<file path="src/include/prt_pkg.sv">
`default_nettype none
package prt_pkg;
    localparam logic [7:0] PRT_ADDR_COUNTER   = 8'hAC;
    localparam logic [7:0] PRT_ADDR_RELOAD    = 8'hAD;
    localparam logic [7:0] PRT_ADDR_CONTROL   = 8'hAE;
    localparam logic [7:0] PRT_COUNTER_RESET  = 8'hFF;
    localparam logic [7:0] PRT_RELOAD_RESET   = 8'h00;
    localparam logic [7:0] PRT_CONTROL_RESET  = 8'h00;
    localparam int         PRT_BIT_TOGGLE     = 5;
    localparam int         PRT_BIT_RUN        = 4;
    localparam int         PRT_BIT_PENDING    = 3;
    localparam int         PRT_BIT_IRQ_EN     = 2;
    localparam int         PRT_PSC_LSB        = 0;
    localparam logic [7:0] PRT_CONTROL_MASK   = 8'h3F;
    localparam int         PRT_PSC_WIDTH      = 3;
endpackage : prt_pkg
`default_nettype wire

</file>
<file path="src/include/prt_if.sv">
`timescale 1ns/1ps
`default_nettype none
interface prt_if;
    logic [7:0] addr;
    logic [7:0] wdata;
    logic       wr;
    logic       rd;
    logic [7:0] rdata;
    logic       global_irq_en;
    logic       port_value;
    logic       timer_irq;
    logic       pwm_out;
    logic       shared_pin;
    modport device (
        input  addr, wdata, wr, rd, global_irq_en, port_value,
        output rdata, timer_irq, pwm_out, shared_pin
    );
    modport core (
        output addr, wdata, wr, rd, global_irq_en, port_value,
        input  rdata, timer_irq, pwm_out, shared_pin
    );
endinterface : prt_if
`default_nettype wire

</file>
<file path="src/hw/prt_timer.sv">
// What this block does
// - Run bit stops or starts counting
// - Counter decrements once per prescaled tick
// - Prescale select divides by 1,2,4,8
// - Step from 0x00 is an underflow
// - Underflow reloads counter from reload value
// - Underflow sets the pending flag
// - Toggle enable inverts output on underflow
// - Interrupt needs enable and global enable
// - Interrupt raised when pending flag sets
// - Toggling output edges coincide with interrupts
// - Reset counter 0xFF, reload 0x00
// - Counter, reload, control are readable/writable
// - Timer output drives shared pin
// - Output starts from port data bit
// - Software sets shared pin as output
// - Software may preload counter first phase
// - Software clears flag, writes alternate reload
// - Service routine manages flag and enable
// - Counter at 0xAC, control at 0xAE
//
// Added by the designer: the strobed register port and the register addresses.
`timescale 1ns/1ps
`default_nettype none
module prt_timer
    import prt_pkg::*;
(
    input  wire logic clock_i,
    input  wire logic resetn_i,
    prt_if.device     bus
);
    logic [7:0]               counter_ff;
    logic [7:0]               reload_ff;
    logic                     toggle_en_ff;
    logic                     run_ff;
    logic                     pending_ff;
    logic                     irq_en_ff;
    logic [1:0]               psc_sel_ff;
    logic [PRT_PSC_WIDTH-1:0] psc_ff;
    logic                     pwm_ff;
    logic [7:0]               rdata_ff;
    logic                     tick;
    logic                     step;
    logic                     underflow;
    logic                     wr_cnt;
    logic                     wr_rel;
    logic                     wr_ctl;
    logic [7:0]               control_view;
    logic [7:0]               nxt_counter;
    logic                     nxt_pending;
    logic                     nxt_pwm;
    logic [7:0]               nxt_rdata;

    // The divide by eight tap needs three prescaler bits
    if (PRT_PSC_WIDTH < 3) begin : gen_psc_check
        $error("prescaler narrower than the divide by eight tap");
    end

    assign wr_cnt = bus.wr && (bus.addr == PRT_ADDR_COUNTER);
    assign wr_rel = bus.wr && (bus.addr == PRT_ADDR_RELOAD);
    assign wr_ctl = bus.wr && (bus.addr == PRT_ADDR_CONTROL);

    // Cleared while stopped, so the first phase after a start is exact
    always_ff @(posedge clock_i or negedge resetn_i) begin
        if (!resetn_i) begin
            psc_ff <= '0;
        end else if (!run_ff) begin
            psc_ff <= '0;
        end else begin
            psc_ff <= psc_ff + PRT_PSC_WIDTH'(1);
        end
    end

    // Tick when the low prescaler bits chosen by the divider are all ones
    always_comb begin
        unique case (psc_sel_ff)
            2'b00: tick = 1'b1;
            2'b01: tick = psc_ff[0];
            2'b10: tick = &psc_ff[1:0];
            2'b11: tick = &psc_ff[2:0];
        endcase
    end

    assign step      = run_ff && tick;
    assign underflow = step && (counter_ff == 8'h00);

    // A software write loses only to the reload of an underflow in the same cycle
    always_comb begin
        nxt_counter = counter_ff;
        if (underflow) begin
            nxt_counter = reload_ff;
        end else if (wr_cnt) begin
            nxt_counter = bus.wdata;
        end else if (step) begin
            nxt_counter = counter_ff - 8'h01;
        end
    end

    always_ff @(posedge clock_i or negedge resetn_i) begin
        if (!resetn_i) begin
            counter_ff <= PRT_COUNTER_RESET;
        end else begin
            counter_ff <= nxt_counter;
        end
    end

    always_ff @(posedge clock_i or negedge resetn_i) begin
        if (!resetn_i) begin
            reload_ff <= PRT_RELOAD_RESET;
        end else if (wr_rel) begin
            reload_ff <= bus.wdata;
        end
    end

    // One register per control field; bits 7 and 6 have no storage
    always_ff @(posedge clock_i or negedge resetn_i) begin
        if (!resetn_i) begin
            run_ff <= PRT_CONTROL_RESET[PRT_BIT_RUN];
        end else if (wr_ctl) begin
            run_ff <= bus.wdata[PRT_BIT_RUN];
        end
    end

    always_ff @(posedge clock_i or negedge resetn_i) begin
        if (!resetn_i) begin
            toggle_en_ff <= PRT_CONTROL_RESET[PRT_BIT_TOGGLE];
        end else if (wr_ctl) begin
            toggle_en_ff <= bus.wdata[PRT_BIT_TOGGLE];
        end
    end

    always_ff @(posedge clock_i or negedge resetn_i) begin
        if (!resetn_i) begin
            irq_en_ff <= PRT_CONTROL_RESET[PRT_BIT_IRQ_EN];
        end else if (wr_ctl) begin
            irq_en_ff <= bus.wdata[PRT_BIT_IRQ_EN];
        end
    end

    always_ff @(posedge clock_i or negedge resetn_i) begin
        if (!resetn_i) begin
            psc_sel_ff <= PRT_CONTROL_RESET[PRT_PSC_LSB +: 2];
        end else if (wr_ctl) begin
            psc_sel_ff <= bus.wdata[PRT_PSC_LSB +: 2];
        end
    end

    // Writing one keeps the flag, so a field update never loses a pending event
    always_comb begin
        nxt_pending = pending_ff;
        if (wr_ctl && !bus.wdata[PRT_BIT_PENDING]) begin
            nxt_pending = 1'b0;
        end
        if (underflow) begin
            nxt_pending = 1'b1;
        end
    end

    always_ff @(posedge clock_i or negedge resetn_i) begin
        if (!resetn_i) begin
            pending_ff <= PRT_CONTROL_RESET[PRT_BIT_PENDING];
        end else begin
            pending_ff <= nxt_pending;
        end
    end

    // While toggling is off the output tracks the port bit, so it starts from it
    always_comb begin
        nxt_pwm = pwm_ff;
        if (!toggle_en_ff) begin
            nxt_pwm = bus.port_value;
        end else if (underflow) begin
            nxt_pwm = ~pwm_ff;
        end
    end

    always_ff @(posedge clock_i or negedge resetn_i) begin
        if (!resetn_i) begin
            pwm_ff <= 1'b0;
        end else begin
            pwm_ff <= nxt_pwm;
        end
    end

    assign control_view = {2'b00, toggle_en_ff, run_ff, pending_ff, irq_en_ff, psc_sel_ff};

    always_comb begin
        nxt_rdata = 8'h00;
        if (bus.rd) begin
            unique case (bus.addr)
                PRT_ADDR_COUNTER: nxt_rdata = counter_ff;
                PRT_ADDR_RELOAD:  nxt_rdata = reload_ff;
                PRT_ADDR_CONTROL: nxt_rdata = control_view;
                default:          nxt_rdata = 8'h00;
            endcase
        end
    end

    always_ff @(posedge clock_i or negedge resetn_i) begin
        if (!resetn_i) begin
            rdata_ff <= 8'h00;
        end else begin
            rdata_ff <= nxt_rdata;
        end
    end

    assign bus.rdata      = rdata_ff;
    assign bus.pwm_out    = pwm_ff;
    assign bus.shared_pin = toggle_en_ff ? pwm_ff : bus.port_value;
    assign bus.timer_irq  = pending_ff && irq_en_ff && bus.global_irq_en;
endmodule : prt_timer
`default_nettype wire

</file>
<file path="src/flat_wrapper.sv">
// flat-port wrapper written by rule: the top's interface ports become plain ports
module prt_timer_flat import prt_pkg::*;
  (clock_i, resetn_i, bus_addr, bus_wdata, bus_wr, bus_rd, bus_global_irq_en, bus_port_value, bus_rdata, bus_timer_irq, bus_pwm_out, bus_shared_pin);
  prt_if bus_i ();
  input  wire logic clock_i;
  input  wire logic resetn_i;
  input wire logic [$bits(bus_i.addr)-1:0] bus_addr;
  input wire logic [$bits(bus_i.wdata)-1:0] bus_wdata;
  input wire logic [$bits(bus_i.wr)-1:0] bus_wr;
  input wire logic [$bits(bus_i.rd)-1:0] bus_rd;
  input wire logic [$bits(bus_i.global_irq_en)-1:0] bus_global_irq_en;
  input wire logic [$bits(bus_i.port_value)-1:0] bus_port_value;
  output wire logic [$bits(bus_i.rdata)-1:0] bus_rdata;
  output wire logic [$bits(bus_i.timer_irq)-1:0] bus_timer_irq;
  output wire logic [$bits(bus_i.pwm_out)-1:0] bus_pwm_out;
  output wire logic [$bits(bus_i.shared_pin)-1:0] bus_shared_pin;
  assign bus_i.addr = bus_addr;
  assign bus_i.wdata = bus_wdata;
  assign bus_i.wr = bus_wr;
  assign bus_i.rd = bus_rd;
  assign bus_i.global_irq_en = bus_global_irq_en;
  assign bus_i.port_value = bus_port_value;
  assign bus_rdata = bus_i.rdata;
  assign bus_timer_irq = bus_i.timer_irq;
  assign bus_pwm_out = bus_i.pwm_out;
  assign bus_shared_pin = bus_i.shared_pin;
  prt_timer u_core (.clock_i(clock_i), .resetn_i(resetn_i), .bus(bus_i));
endmodule
</file>
<file path="config.mk">
export PLATFORM = sky130hd
export DESIGN_NAME = prt_timer_flat
export DESIGN_NICKNAME = d
export VERILOG_FILES = /design/src/include/prt_pkg.sv /design/src/include/prt_if.sv /design/src/hw/prt_timer.sv /design/src/flat_wrapper.sv
export SDC_FILE = /design/constraint.sdc
export NUM_CORES = 1
export LEC_CHECK = 0
export ABC_CLOCK_PERIOD_IN_PS = 5000
export BUFFER_PORTS_ARGS = -buffer_cell sky130_fd_sc_hd__buf_2
export CORE_UTILIZATION = 50
export CTS_CLUSTER_DIAMETER = 80
export DETAILED_ROUTE_END_ITERATION = 8
export PLACE_DENSITY = 0.73
export SLEW_MARGIN = 20
export SYNTH_ARGS = -nofsm -noshare
export SYNTH_HDL_FRONTEND = slang
export SYNTH_SLANG_ARGS = --single-unit
</file>
<file path="constraint.sdc">
create_clock -name clock_i -period 5 [get_ports clock_i]
set_input_delay 1.25 -clock clock_i [delete_from_list [all_inputs] [get_ports clock_i]]
set_output_delay 1.25 -clock clock_i [all_outputs]
set_load 0.02 [all_outputs]
</file>
==> reports/metrics.yaml <==
grt_max_degree: 35
yosys.area_share.adder_pct: 2.12
crit_type: "input pin to output pin"
synth_ff_type: "dfrtp_1"
antenna_found_initial: 0
synthArstFlopShare_pct: 100
htreeDepth: 2
cts_buffers: 5
clockBufferDepth: 2
synth_edf_count: 0
cts_tree: "yes"
die_area_sq_mm: 0.00378
syn_nets: 194
crit_path_end_kind: "output pin"
setup_viol: 0
core_area_sq_mm: 0.00336
die_w_microns: 61.5
synth_area_leaders: "dfrtp_1, dfstp_2, mux2_1, mux2i_1, nor2_1"
ctsHoldBuffers: 0
multi_input_area_sq_um: 860
dp.cells: 240
synth_warnings: 0
diodes: 0
viasPerCell: 5.74
postCtsResizedCells: 0
synth_xor_area_share_pct: 1.49
setup_tns_ps: 0
drt_pre_antenna_iters: 4
synth-simple-area-share_pct: 19.4
layoutNonFillerInstCount: 247
post-cts-setup-buffer-count: 0
synth_top_family_by_area: "simple AND/OR/NAND/NOR gates"
drt_wl_total_mm: 3.89
clock.fmax_mhz: 332
drv_slew: 0
yosysUniqueCellTypes: 40
drc: 0
root_buffer: "clkbuf_4"
power_leakage_nw: 0.968
seq_area_frac_synth_pct: 48.7
power_density_mw_per_mm2: 400
ant_nets: 0
synthesis.area_sq_mm: 0.00177
fillers: 310
syn_inst: 169
grt_pass1_vias: 1355
wire_per_inst_microns: 15.7
clock_skew_ps: 10.8
via_count: 1417
crit_fanout: 2
min_period_ps: 3010
max-vdd-ir-drop_mv: 0.181
hpwl_mm: 2.72
cts_sinks: 34
grt_overflow: 0
synth.largest_area_cell: "dfrtp_1"
layout.area.seq_sq_um: 861
clk_latency_ps: 340
tightest_slew_ps: 758
maxSlewHeadroom_pct: 49.4
syn2layout_area_growth_pct: 12.9
finalCritPeriodShare_pct: 60.2
path_clk_slew_ps: 110
synth_seq_cells: 34
synthMuxAreaShare_pct: 13.4
hold_violations: 0
fp.dieH_microns: 61.5
yosys.cell_count.top_type: "dfrtp_1"
status: "finished, final reports clean"
drt_iter0_markers: 66
hold-worst-slack_ps: 475
syn_avg_cell_area_sq_um: 10.5
ios: 33
arrival_ps: 1760
rsz0062_at_grt: "false"
grt_use_total_pct: 23.4
hold_path_class: "flop to flop"
synth_top_area_share_pct: 36.8
grt_first_pass_wirelength_mm: 6.17
cap_violations: 0
synth_common_cells: "dfrtp_1, nor2_1, mux2_1, nand2_1, mux2i_1"
power.total_uw: 798
start_util_pct: 52.6
rows: 21
layout.nets: 226
place_congestion: 0.848
worst_ep_required_time_ps: 3750
port_buffers: 32
cp-start-kind: "input pin"
drive_above_1_share_pct: 27.9
synth_compound_area_share_pct: 12.2
[final cells by class]
cell class | instances | area share (%)
Timing Repair Buffer | 32 | 8.02
Sequential cell | 34 | 43.1
Clock inverter | 2 | 0.501
Multi-Input combinational cell | 125 | 43.0
Inverter | 3 | 0.564
Tap cell | 46 | 2.88
Clock buffer | 5 | 1.88
[placed cells by master (no fill, tap or decap), types with 2 or more instances in the layout]
| cell | instances |
|---|---|
| buf_2 | 32 |
| dfrtp_1 | 26 |
| nor2_1 | 23 |
| nand2_1 | 12 |
| mux2_1 | 12 |
| mux2i_1 | 9 |
| a21oi_1 | 8 |
| dfstp_2 | 8 |
| o211ai_1 | 7 |
| nand3_1 | 6 |
| a31oi_1 | 6 |
| clkbuf_4 | 5 |
| and2_1 | 4 |
| o21ai_0 | 4 |
| inv_1 | 3 |
| and3_1 | 3 |
| or3_1 | 3 |
| ha_1 | 3 |
| nor3b_1 | 2 |
| o31ai_1 | 2 |
| a211oi_2 | 2 |
| xnor2_1 | 2 |
| o21ai_1 | 2 |
| clkinv_2 | 2 |
[worst max-delay path: stages]
cell    delay [ps]
buf_2          110
mux2_2         250
buf_2          160
[final timing paths]
check / slack [ps] / end / depth (start not counted) / start
worst min-delay path: 480 / u_core.psc_ff[0] / 1 / u_core.psc_ff[0]
min in group asynchronous: 960 / u_core.reload_ff[3] / 1 / resetn_i
worst max register to register: 2920 / u_core.bus.pwm_out / 7 / u_core.counter_ff[0]
worst min register to register: 480 / u_core.psc_ff[0] / 1 / u_core.psc_ff[0]
worst max-delay path: 1990 / bus_shared_pin / 3 / bus_port_value
max in group asynchronous: 3550 / u_core.toggle_en_ff / 1 / resetn_i
[stage by stage]
step	worst slack, ps	area [sq um]	util [%]
2_1_floorplan	2200	1770	-
3_3_place_gp	2000	1950	58.0
3_5_place_dp	1990	1950	58.0
4_1_cts	1990	2000	59.4
5_1_grt	1980	2000	59.4
6_report	1990	2000	59.4
[layer usage]
layer / wire length, microns / GRT usage [%] / share of wire [%] / vias to the layer above
met4: 108 / 11.7 / 2.8 / 0
met5: 0 / 0 / 0 / -
met2: 1860 / 37.2 / 48 / 53
met1: 1710 / 29.2 / 44 / 687
met3: 208 / 6.72 / 5.4 / 12
li1: - / - / - / 665
[power breakdown]
group	total [mW]	switching [mW]	leakage [nW]	internal, mW
sequential	0.415	0.0613	0.427	0.353
clock	0.143	0.0927	0.0308	0.0505
combinational	0.240	0.119	0.511	0.122
total	0.798	0.273	0.968	0.525
[flip-flops by register name (all words and copies together), names as in the netlist]
name,flops
u_core.run_ff,1
u_core.counter_ff,8
u_core.bus.pwm_out,1
u_core.bus.rdata,8
u_core.reload_ff,8
u_core.irq_en_ff,1
u_core.psc_sel_ff,2
u_core.pending_ff,1
u_core.psc_ff,3
u_core.toggle_en_ff,1
[logic make-up after synthesis]
| family | Yosys count |
|---|---|
| and+or+nand+nor | 64 |
| muxes | 22 |
| buffers and inverters | 10 |
| AOI/OAI and AO/OA | 33 |
| DFF | 34 |
| adders and majority gates | 3 |
| xor gates and xnor gates | 3 |
Note: power is estimated with default switching activity, not from simulation.
